## src/inc/fcs_pkg.sv

```systemverilog
package fcs_pkg;
    // Register indices; byte address is four times the index
    localparam logic [7:0] FCS_DIV_IDX = 8'h00;
    localparam logic [7:0] FCS_SEC_IDX = 8'h01;
    localparam logic [7:0] FCS_CIX_IDX = 8'h02;
    localparam logic [7:0] FCS_CCH_IDX = 8'h0a;
    localparam logic [7:0] FCS_CCL_IDX = 8'h0b;
    localparam logic [7:0] FCS_RSV_IDX = 8'h0c;
    localparam logic [7:0] FCS_STA_IDX = 8'h06;
    localparam logic [7:0] FCS_DIV_ADDR = 8'(FCS_DIV_IDX * 4);
    localparam logic [7:0] FCS_SEC_ADDR = 8'(FCS_SEC_IDX * 4);
    localparam logic [7:0] FCS_CIX_ADDR = 8'(FCS_CIX_IDX * 4);
    localparam logic [7:0] FCS_CCH_ADDR = 8'(FCS_CCH_IDX * 4);
    localparam logic [7:0] FCS_CCL_ADDR = 8'(FCS_CCL_IDX * 4);
    localparam logic [7:0] FCS_RSV_ADDR = 8'(FCS_RSV_IDX * 4);
    localparam logic [7:0] FCS_STA_ADDR = 8'(FCS_STA_IDX * 4);
    // Field positions
    localparam int FCS_WRITTEN_BIT = 7;
    localparam int FCS_LOCK_BIT = 6;
    localparam int FCS_COMMAND_COMPLETE_FLAG_BIT = 7;
    // Values after reset
    localparam logic [7:0] FCS_DIV_RESET = 8'h00;
    localparam logic [7:0] FCS_SEC_RESET = 8'hff;
    localparam logic [1:0] FCS_CIX_RESET = 2'h0;
    localparam logic [15:0] FCS_CCOB_RESET = 16'h0000;
    // Codes
    localparam logic [1:0] FCS_KEY_ENABLED = 2'h2;
    localparam logic [1:0] FCS_UNSECURED = 2'h2;
    localparam logic [7:0] FCS_FAULT_SEC = 8'hff;
    localparam int FCS_CCOB_WORDS = 4;

    typedef struct packed {
        logic written;
        logic lock;
        logic [5:0] div;
    } fcs_div_t;

    typedef struct packed {
        logic [1:0] key_en;
        logic [3:0] spare;
        logic [1:0] state;
    } fcs_sec_t;

    typedef enum logic [1:0] {
        FCS_SEQ_RESET = 2'b00,
        FCS_SEQ_IDLE = 2'b01,
        FCS_SEQ_BUSY = 2'b11
    } fcs_seq_t;
endpackage : fcs_pkg

```

## src/rtl/fcs_regs.sv

```systemverilog
// Design decision made here: the APB register port.
`timescale 1ns/10ps
// Contract
// - Divider-written flag reads 1 after any divider register write since reset, else 0.
// - Divider bits all readable; bit 7 ignores writes; bit 6 sets once, gates field.
// - With lock set the divider field holds; only reset clears the lock.
// - Bus clock is divided by the divider field plus one to give a 1 MHz timebase.
// - Divider register accepts writes during the reset sequence.
// - Protection register is readable and ignores all software writes.
// - Reset sequence loads the protection register from the nonvolatile security byte.
// - Double-bit fault on that load sets every protection bit.
// - Backdoor enable field permits key access only for code 10.
// - Protection state field means unsecured only for code 10.
// - Backdoor unsecure forces the protection state field to 10 outside the reset sequence.
// - Command word index selects the command object word reached by accesses.
// - Index register: only index bits read and write; others read 0.
// - Factory-test register reads zero and ignores writes.
// - Command-complete flag reads 0 during the reset sequence and while a command is active, else 1.
module fcs_regs (
    input wire logic CLK,
    input wire logic RST_N,
    input wire logic PSEL,
    input wire logic PENABLE,
    input wire logic PWRITE,
    input wire logic [7:0] PADDR,
    input wire logic [31:0] PWDATA,
    output logic [31:0] PRDATA,
    output logic PREADY,
    output logic PSLVERR,
    input wire logic NV_VALID,
    input wire logic [7:0] NV_SEC_BYTE,
    input wire logic NV_DOUBLE_FAULT,
    input wire logic BACKDOOR_UNSECURE,
    input wire logic CMD_START,
    input wire logic CMD_DONE,
    output logic CMD_COMPLETE,
    output logic TIMEBASE_TICK,
    output logic SECURED,
    output logic BACKDOOR_KEY_ENABLED,
    output logic [1:0] CCOB_INDEX,
    output logic [15:0] CCOB_WORD
);
    fcs_pkg::fcs_div_t div_reg;
    fcs_pkg::fcs_div_t next_div_reg;
    fcs_pkg::fcs_sec_t sec_reg;
    fcs_pkg::fcs_sec_t next_sec_reg;
    fcs_pkg::fcs_seq_t seq;
    fcs_pkg::fcs_seq_t next_seq;
    logic [1:0] cix;
    logic [1:0] next_cix;
    logic [15:0] ccob [fcs_pkg::FCS_CCOB_WORDS];
    logic [15:0] next_ccob [fcs_pkg::FCS_CCOB_WORDS];
    logic [5:0] cnt;
    logic [5:0] next_cnt;
    logic next_tick;
    logic next_pready;
    logic next_pslverr;
    logic [31:0] next_prdata;
    logic setup_ok;
    logic wr_done;
    logic mapped;
    logic [7:0] rd_byte;

    assign setup_ok = PSEL && PENABLE && !PREADY;
    assign wr_done = PSEL && PENABLE && PREADY && PWRITE;

    // Address decode and read mux
    always_comb begin
        mapped = 1'b1;
        rd_byte = 8'h00;
        case (PADDR)
            fcs_pkg::FCS_DIV_ADDR: rd_byte = div_reg;
            fcs_pkg::FCS_SEC_ADDR: rd_byte = sec_reg;
            fcs_pkg::FCS_CIX_ADDR: rd_byte = {6'h00, cix};
            fcs_pkg::FCS_CCH_ADDR: rd_byte = ccob[cix][15:8];
            fcs_pkg::FCS_CCL_ADDR: rd_byte = ccob[cix][7:0];
            fcs_pkg::FCS_RSV_ADDR: rd_byte = 8'h00;
            fcs_pkg::FCS_STA_ADDR: rd_byte = {seq == fcs_pkg::FCS_SEQ_IDLE, 7'h00};
            default: mapped = 1'b0;
        endcase
    end

    // Bus answer one cycle into the access phase
    always_comb begin
        next_pready = setup_ok;
        next_prdata = PRDATA;
        next_pslverr = 1'b0;
        if (setup_ok) begin
            next_prdata = PWRITE ? 32'h00000000 : {24'h000000, rd_byte};
            next_pslverr = !mapped;
        end
    end

    // Register writes
    always_comb begin
        next_div_reg = div_reg;
        next_cix = cix;
        next_ccob = ccob;
        if (wr_done) begin
            case (PADDR)
                fcs_pkg::FCS_DIV_ADDR: begin
                    // Accepted in every sequencer state, reset sequence included
                    next_div_reg.written = 1'b1;
                    if (!div_reg.lock) begin
                        next_div_reg.div = PWDATA[5:0];
                    end
                    next_div_reg.lock = div_reg.lock | PWDATA[fcs_pkg::FCS_LOCK_BIT];
                end
                fcs_pkg::FCS_CIX_ADDR: next_cix = PWDATA[1:0];
                fcs_pkg::FCS_CCH_ADDR: next_ccob[cix][15:8] = PWDATA[7:0];
                fcs_pkg::FCS_CCL_ADDR: next_ccob[cix][7:0] = PWDATA[7:0];
                default: next_cix = cix;
            endcase
        end
    end

    // Reset sequence, protection load and command activity
    always_comb begin
        next_seq = seq;
        next_sec_reg = sec_reg;
        case (seq)
            fcs_pkg::FCS_SEQ_RESET: begin
                if (NV_VALID) begin
                    next_seq = fcs_pkg::FCS_SEQ_IDLE;
                    next_sec_reg = NV_DOUBLE_FAULT ? fcs_pkg::FCS_FAULT_SEC : NV_SEC_BYTE;
                end
            end
            fcs_pkg::FCS_SEQ_IDLE: begin
                if (CMD_START) begin
                    next_seq = fcs_pkg::FCS_SEQ_BUSY;
                end
            end
            fcs_pkg::FCS_SEQ_BUSY: begin
                if (CMD_DONE) begin
                    next_seq = fcs_pkg::FCS_SEQ_IDLE;
                end
            end
            default: next_seq = fcs_pkg::FCS_SEQ_RESET;
        endcase
        if (BACKDOOR_UNSECURE && seq != fcs_pkg::FCS_SEQ_RESET) begin
            next_sec_reg.state = fcs_pkg::FCS_UNSECURED;
        end
    end

    // Timebase divider, running once the divider has been loaded
    always_comb begin
        next_cnt = 6'h00;
        next_tick = 1'b0;
        if (div_reg.written) begin
            if (cnt >= div_reg.div) begin
                next_tick = 1'b1;
            end else begin
                next_cnt = cnt + 6'h01;
            end
        end
    end

    always_ff @(posedge CLK or negedge RST_N) begin
        if (!RST_N) begin
            div_reg <= fcs_pkg::FCS_DIV_RESET;
            sec_reg <= fcs_pkg::FCS_SEC_RESET;
            seq <= fcs_pkg::FCS_SEQ_RESET;
            cix <= fcs_pkg::FCS_CIX_RESET;
            for (int i = 0; i < fcs_pkg::FCS_CCOB_WORDS; i++) begin
                ccob[i] <= fcs_pkg::FCS_CCOB_RESET;
            end
            cnt <= 6'h00;
            TIMEBASE_TICK <= 1'b0;
            PREADY <= 1'b0;
            PSLVERR <= 1'b0;
            PRDATA <= 32'h00000000;
            CMD_COMPLETE <= 1'b0;
            SECURED <= 1'b1;
            BACKDOOR_KEY_ENABLED <= 1'b0;
            CCOB_INDEX <= fcs_pkg::FCS_CIX_RESET;
            CCOB_WORD <= fcs_pkg::FCS_CCOB_RESET;
        end else begin
            div_reg <= next_div_reg;
            sec_reg <= next_sec_reg;
            seq <= next_seq;
            cix <= next_cix;
            ccob <= next_ccob;
            cnt <= next_cnt;
            TIMEBASE_TICK <= next_tick;
            PREADY <= next_pready;
            PSLVERR <= next_pslverr;
            PRDATA <= next_prdata;
            CMD_COMPLETE <= next_seq == fcs_pkg::FCS_SEQ_IDLE;
            SECURED <= next_sec_reg.state != fcs_pkg::FCS_UNSECURED;
            BACKDOOR_KEY_ENABLED <= next_sec_reg.key_en == fcs_pkg::FCS_KEY_ENABLED;
            CCOB_INDEX <= next_cix;
            CCOB_WORD <= next_ccob[next_cix];
        end
    end

    // Cycles since the last tick, for the period check
    logic [5:0] gap;
    logic [5:0] next_gap;
    logic gap_valid;
    logic next_gap_valid;

    always_comb begin
        next_gap = gap;
        next_gap_valid = gap_valid;
        if (TIMEBASE_TICK) begin
            next_gap = 6'h00;
            next_gap_valid = div_reg.lock;
        end else if (gap != 6'h3f) begin
            next_gap = gap + 6'h01;
        end
    end

    always_ff @(posedge CLK or negedge RST_N) begin
        if (!RST_N) begin
            gap <= 6'h00;
            gap_valid <= 1'b0;
        end else begin
            gap <= next_gap;
            gap_valid <= next_gap_valid;
        end
    end
endmodule : fcs_regs

```

## config.mk

```make
export PLATFORM = sky130hd
export DESIGN_NAME = fcs_regs
export DESIGN_NICKNAME = d
export VERILOG_FILES = /design/src/inc/fcs_pkg.sv /design/src/rtl/fcs_regs.sv
export SDC_FILE = /design/constraint.sdc
export NUM_CORES = 1
export LEC_CHECK = 0
export BUFFER_PORTS_ARGS = -buffer_cell sky130_fd_sc_hd__buf_2
export CAP_MARGIN = 10
export CORE_MARGIN = 2
export CORE_UTILIZATION = 40
export DETAILED_ROUTE_END_ITERATION = 16
export PLACE_DENSITY = 0.62
export SLEW_MARGIN = 40
export SYNTH_ARGS = -nofsm -noshare
export SYNTH_HDL_FRONTEND = slang
export SYNTH_SLANG_ARGS = --single-unit
```

## constraint.sdc

```tcl
create_clock -name CLK -period 2.7 [get_ports CLK]
set_input_delay 0.81 -clock CLK [delete_from_list [all_inputs] [get_ports CLK]]
set_output_delay 0.81 -clock CLK [all_outputs]
set_load 0.02 [all_outputs]
```

==> results of run 1 <==
==> where the power goes <==
group	internal [mW]	switching, mW
registers	1.90	0.0424
logic	0.116	0.202
clock network	1.47	0.887
==> path summary, 6_finish.rpt <==
kind	slack [ns]	end	startpoint
max	0.27	CCOB_WORD[10]	PADDR[4]
min	0.36	CCOB_WORD[5]	RST_N
max reg2reg	0.44	CCOB_WORD[10]	PREADY
min reg2reg	0.47	PRDATA[7]	PRDATA[7]
max in group asynchronous	1.64	sec_reg[4]	RST_N
min in group CLK	0.47	PRDATA[7]	PRDATA[7]
==> stage by stage <==
step / utilization (%) / power [mW]
floorplan: - / 2.15
global placement: 45.2 / 2.28
detailed placement: 45.2 / 2.29
CTS: 49.3 / 4.67
global route: 49.3 / 4.80
finish: 49.3 / 4.61
==> routing by layer <==
| metal | routed length [um] | up-vias | GRT usage, % |
|---|---|---|---|
| met5 | 0 | - | 0 |
| met2 | 6450 | 104 | 28.9 |
| met1 | 6320 | 1981 | 24.2 |
| met3 | 642 | 27 | 4.10 |
| met4 | 319 | 0 | 8.34 |
| li1 | - | 1849 | - |
==> cell families (layout without fill, tap and decap cells) <==
family,Yosys count,after routing,synth area share (%)
AND/OR/NAND/NOR,84,84,8.14
XOR/XNOR,5,5,0.721
other,1,24,0.0617
multiplexers,149,149,29.8
buffers and inverters,59,148,5.77
AO/OA/AOI/OAI,43,43,4.43
adder cells (fa/ha/maj),7,7,1.44
flip-flops,120,120,49.6
==> worst max-delay path, delay by kind of cell <==
family	cells	cell delay, ns
simple gates	3	0.99
mux	3	0.57
buf+inv	2	0.34
==> area by class of cell <==
type                    count  area (um2)
repair buffers            103         688
well taps                 188         235
multi-input cells         312        2810
fillers                  1333        7620
flip-flops and latches    120        3010
clock buffers              17         425
inverters                  13        48.8
clock inverters            15         191
==> cells in the final DEF, fill, tap and decap left out, types with 7 or more instances in the layout <==
cell and n:
sky130_fd_sc_hd__o22ai_1 10, sky130_fd_sc_hd__dfrtp_1 111, sky130_fd_sc_hd__inv_1 13, sky130_fd_sc_hd__buf_2 64, sky130_fd_sc_hd__mux2_2 58, sky130_fd_sc_hd__clkbuf_16 17, sky130_fd_sc_hd__mux2i_1 65, sky130_fd_sc_hd__nor2_1 29
sky130_fd_sc_hd__conb_1 24, sky130_fd_sc_hd__a21oi_1 11, sky130_fd_sc_hd__o21ai_0 9, sky130_fd_sc_hd__dfstp_2 9, sky130_fd_sc_hd__a22o_1 7, sky130_fd_sc_hd__mux2_4 8, sky130_fd_sc_hd__mux4_2 16, sky130_fd_sc_hd__ha_1 7
sky130_fd_sc_hd__nand2_1 13, sky130_fd_sc_hd__buf_4 33
==> synth_stat cells (all sizes together), types with 7 or more instances <==
cell and n:
a21oi 11, a22o 7, buf 36, clkbuf 10, dfrtp 111, dfstp 9, ha 7, inv 13
mux2 66, mux2i 67, mux4 16, nand2 13, nor2 30, o21ai 9, o22ai 10
==> results summary, run 1 <==
In this run the horizontal extent of the chip is 127 um. The maximum level of the CTS H-tree is 4. The maximum frequency from static timing analysis came out at 412 MHz. In this design, the critical path's most frequently occurring cell is sky130_fd_sc_hd__mux2i_1.

The via count of the first global-routing pass came to approximately 4100. The final setup violation count is 0. The top register by number of flip-flops is ccob.

The wire-length estimate of the detail-placed layout is 9450 um. The initial antenna violation count came to 0. The detailed router's first-iteration violation count came out at 257. The endpoint type of the worst setup path is a register. The number of cells in the design after placement is roughly 740.

From synthesis to final layout, the design area changed by 22.1%. Across every metal layer, demand over resource in global routing totals 18.3%. The total placed instance area is 6800 um2.

The CTS buffer count came out at 17. The final hold slack is approximately 0.36 ns. The clock-pin transition on the worst setup and hold timing paths is 0.06 ns.

Leaving out filler cells and counting taps, the final layout contains 768. The post-detailed-route count of antenna-violating nets came out at 0. After detailed routing, the total wire length is between 10000 and 15000 um. The static leakage came out at 3.95 nW.

Dividing the final minimum period by the clock period gives about nine tenths. The count of different cell masters after synthesis came out at 48. The first detailed-routing pass ran for 4 iterations. The number of synthesized register bits came out at 120. The number of buffers inserted to repair setup after CTS is 0. The critical path is of the input pin to register type.

The final number of max-transition violations came out at 0. The number of nets in the final layout came out at between 600 and 700. The post-route minimum period came out at 2.43 ns. The die is 127 um tall. The critical path required time is 2.99 ns. The count of final hold-check violations is 0. The clock passes through at most 2 buffers.

Setup repair after global routing left no endpoint under its margin. Setup slack closes at around 0.27 ns. After clock tree synthesis, the flow added hold-fix buffers numbering 0. A synthesized cell averages between 10 and 15 um2. Summing all non-filler instances in the final layout gives an area of 7420 um2. The post-route clock skew came out at 0.0147 ns. The total negative setup slack came out at 0 ns. The number of top-level design ports is 114. Dividing the detail-routed via count by the number of cells gives 5.16. The remaining global-route overflow is 0.

The post-place setup slack is -0.149 ns. The number of diodes is 0. The flow ran to the end, and the final reports show no timing, DRC or antenna violations. The warning count from the yosys run came out at 0. The primary flip-flop cell chosen by synthesis mapping is sky130_fd_sc_hd__dfrtp_1. Of all cell types, the one taking the most synthesized area is sky130_fd_sc_hd__dfrtp_1. For this configuration, the core starts out at a cell density of 40.4%. IR analysis of the VDD net gives a maximum drop of 0.000487 V. The register with the most flip-flops in the layout has 64 of them.

The global-route wire length before repair came out at 22400 um. The top-area cell type share of the netlist area is 45.7%. The count of flip-flops with a built-in enable after synthesis is 0. The total area inside the core boundary comes to 15000 um2. The mapped cell area is 6070 um2. The gate count of the mapped netlist came out at 468.

The via total after detailed routing is 3961. Data arrives at the worst endpoint at 2.72 ns. The max-capacitance violation count came out at 0.

The wire length per cell after detailed routing came out at 17.9 um. The die covers 16200 um2. After floorplanning, the core was divided into 45 placement rows. Traced cell by cell, the critical path runs through buf_2 -> nor4b_1 -> nand3_1 -> or3_1 -> buf_4 -> mux2_4 -> mux2i_1 -> mux2i_1. In this run, post-CTS repair resized a total of 0 instances.

The clock sink count came out at 120. The largest driver fanout on the critical path is 8. Ranked by total cell area, the synthesized netlist is headed by sky130_fd_sc_hd__dfrtp_1 46%, sky130_fd_sc_hd__mux2_2 11%, sky130_fd_sc_hd__mux2i_1 11%. Entering global routing, the biggest net connects 45 pins. In the final layout, the registers with the most flip-flops are ccob: 64 flops, CCOB_WORD: 16 flops. The later pin in the worst-skew pair is clocked with a latency of 0.43 ns. In this run the clock root is driven by a sky130_fd_sc_hd__clkbuf_16. TritonCTS built the clock tree. The proportion of layout cells with a drive suffix above 1 is 41.9%. The worst setup path is launched from an input pin. After detailed routing, the number of remaining DRC violations is 0.

The largest stage delay on the critical path came out at 0.43 ns. The slowest library cell on the worst path is sky130_fd_sc_hd__nor4b_1. The headroom to the max-slew limit came out at 65.1%. The logic depth of the worst register-to-register path is 7. For this run, asynchronously set or reset flops after synthesis account for 100%. Sequential cells were found to cover 49.6% of the synthesized design area. At the pin with the least slew margin, the transition time is 0.524 ns. Routability-driven placement finished with a final weighted congestion of slightly above 0.8. The cell area power density is 622 nW/um2. The count of buffers inserted at the top-level ports is 65. The classification of the worst-slack hold path is input pin to async pin.
(Power assumes the default switching activity.)
==> run 2: changes to the inputs <==
Settings changed: CORE_UTILIZATION 40 to 45, PLACE_DENSITY 0.62 to 0.68.
==> run 2 against run 1 <==
Compared with the run above: sequential power about the same; flip-flop and latch count did not move; final area is 0.91% lower; setup slack improved by 0.039 ns; routed wire length fell by 3.0%; clock power is 6% lower.
==> results summary, run 2 (same netlist as run 1, synthesis figures left out) <==
The flow ran to the end, and the final reports show no timing, DRC or antenna violations. The flip-flop count of the largest register, all copies and words added came out at 64 (unchanged). The final weighted congestion in routability-driven placement was 0.808 (-1.6%). The most frequent standard cell in the layout excluding fill and tap cells is sky130_fd_sc_hd__dfrtp_1. The post-detailed-route via-to-cell ratio came out at 5.19 (+0.60%). The maximum number of buffers from clock root to sink came out at 2 (unchanged).

The fraction of the cycle the final worst path needs came to 88.6% (-1.4 points). The number of diodes is 0 (unchanged). The slew at the pin closest to its max-slew limit came to 0.691 ns (+0.167 ns). The via total after detailed routing came out at 3912 (-1.2%). The critical path goes through buf_2 -> or4_4 -> nor3_4 -> mux2i_4 -> buf_4 -> mux2i_1 -> mux2i_1. The starting utilization of the core area is 46.1% (+5.6 points). TritonCTS built the clock tree. The dominant delay contributor by cell family on the critical path is simple AND/OR/NAND/NOR gates. The cell that appears most often on the critical path is sky130_fd_sc_hd__mux2i_1. The aggregate global-route resource usage came out at 19.9% (+1.7 points). The pin count of the biggest net entering global routing came out at 55 (+22%). The via count of the first global-routing pass is 4088 (-0.85%). The wire length after detailed routing came to 13300 um (-3.0%). The chip width came out at 120 um (-5.5%).

The number of gates given a new drive strength after cts is 0 (unchanged). The overall power after layout came out at 4.47 mW (-3.0%). The register with the most flip-flops in the final layout is ccob. The initial antenna violation count came out at 0 (unchanged). The area of the core region is 13200 um2 (-12%). The number of iterations in the first detailed-routing pass is 4 (unchanged). The max-capacitance violation count came to 0 (unchanged).

In the layout the commonest cells are 111 x sky130_fd_sc_hd__dfrtp_1, 65 x sky130_fd_sc_hd__mux2i_1, 64 x sky130_fd_sc_hd__buf_2, 58 x sky130_fd_sc_hd__mux2_2, 33 x sky130_fd_sc_hd__buf_4. The site row count is 42 (-6.7%). The largest registers in the layout are ccob: 64 flops, CCOB_WORD: 16 flops. The detailed router's first-iteration violation count came out at 249 (-3.1%). The post-detailed-route count of antenna-violating nets was 0 (unchanged).

The DRC violations left is 0 (unchanged). The remaining global-route overflow came out at 0 (unchanged). Compared with the post-synthesis result, the final layout area differs by 21.0%.

The clock latency on the worst-skew pair came out at 0.42 ns (about the same). The arrival time at the worst endpoint came out at 2.68 ns (-0.04 ns). The count of buffering cells on the critical path with inverters included is 2 (unchanged).

The maximum level of the CTS H-tree came to 4 (unchanged). The static leakage came to 3.93 nW (-0.61%). The headroom to the max-slew limit came to 53.5% (-12 points).

The classification of the worst-slack hold path is input pin to async pin. The cell area power density is 609 nW/um2 (-2.2%). The filler cell count in the final layout came to 1110 (-17%). The global routing's busiest layer is met2. The largest driver fanout on the critical path came out at 10 (+2).

The total negative setup slack came out at 0 ns (unchanged). STA classifies the critical path startpoint as an input pin. The clock-pin transition on the worst setup and hold timing paths came out at 0.06 ns (about the same). The global-route met2 utilization was 32.4% (+3.5 points). The slowest library cell on the worst path is sky130_fd_sc_hd__or4_4.

The logic depth of the worst register-to-register path is 7 (unchanged). The met3 routing resource usage after global routing came out at 5.47% (+1.4 points). The area of the die came out at 14400 um2 (-11%). The die outline height is 120 um (-5.5%). Setup repair after global routing left no endpoint under its margin. The maximum resistive drop on vdd came to 0.000484 V (-0.59%). The post-route clock skew came out at 0.0116 ns (-0.00309 ns).

The detailed placement HPWL came out at 9160 um (-3.0%). The post-route minimum period came out at 2.39 ns (-0.0385 ns). The wire length per cell after detailed routing came to 17.7 um (-1.2%). The final hold slack is 0.374 ns (+0.0115 ns). The proportion of layout cells with a drive suffix above 1 was 41.2% (-0.72 points).

The number of nets in the final layout was 631 (-0.16%). The count of final hold-check violations came out at 0 (unchanged). The clock sink count is 120 (unchanged).

The number of buffers inserted to repair setup after CTS came out at 0 (unchanged). The number of hold buffers added after cts is 0 (unchanged). The count of buffers inserted at the top-level ports is 65 (unchanged). The largest stage delay on the critical path came out at 0.56 ns (+0.13 ns).

The global-route wire length before repair was 21600 um (-3.6%). The CTS buffer count came out at 17 (unchanged). The instance count on the critical path is 7 (-1). The maximum frequency from static timing analysis came out at 418 MHz (+1.6%). The critical path required time came out at 2.99 ns (about the same). The met1 capacity usage during global routing came out at 26.0% (+1.8 points). The clock tree root buffer cell is sky130_fd_sc_hd__clkbuf_16. STA classifies the critical path endpoint as a register. The worst setup path is of the input pin to register kind. The final setup violation count is 0 (unchanged). The number of top-level design ports came out at 114 (unchanged). The final number of max-transition violations was 0 (unchanged).
-- run 2: cell types whose count changed in the layout (fill, tap and decap cells not counted) --
cell / previous run / this run
sky130_fd_sc_hd__clkinv_2: 0 / 2
sky130_fd_sc_hd__inv_6: 6 / 0
sky130_fd_sc_hd__clkbuf_8: 0 / 4
sky130_fd_sc_hd__bufinv_16: 3 / 2
sky130_fd_sc_hd__clkinv_4: 3 / 0
sky130_fd_sc_hd__buf_12: 6 / 5
sky130_fd_sc_hd__clkbuf_1: 0 / 3
-- run 2: layout make-up --
cell class	instances	area, um2	share of cell area [%]
flip-flops and latches	120	3010	41.0
repair buffers	102	668	9.09
well taps	176	220	3.00
multi-input cells	312	2810	38.3
clock inverters	7	92.6	1.26
inverters	13	48.8	0.664
clock buffers	24	492	6.69
-- run 2: metrics by stage --
stage          worst slack [ns]  cell area (um2)  instances  utilization (%)
3_3_place_gp             -0.119             6770        723             51.3
3_5_place_dp             -0.124             6770        723             51.3
5_1_grt                   0.197             7350        754             55.7
4_1_cts                   0.319             7350        754             55.7
6_report                  0.309             7350        754             55.7
2_1_floorplan            0.0131             6180        491                -
-- run 2: report_power, final --
part	leakage, nW	switching [mW]	internal [mW]
sequential	1.61	0.0426	1.90
clock	0.278	0.776	1.45
combinational	2.04	0.201	0.111
-- run 2: layer usage --
metal | wire [um] | share of wire, %
met1 | 6060 | 45
met2 | 6510 | 49
met3 | 594 | 4.5
met4 | 159 | 1.2
met5 | 0 | 0
-- run 2: path summary, 6_finish.rpt --
path / startpoint / to / slack (ns)
worst max register to register: PREADY / CCOB_WORD[14] / 0.47
max in group asynchronous: RST_N / ccob[54] / 1.62
worst max-delay path: PADDR[4] / CCOB_WORD[10] / 0.31
min in group CLK: PRDATA[7] / PRDATA[7] / 0.46
worst min-delay path: RST_N / PREADY / 0.37
worst min register to register: PRDATA[7] / PRDATA[7] / 0.46
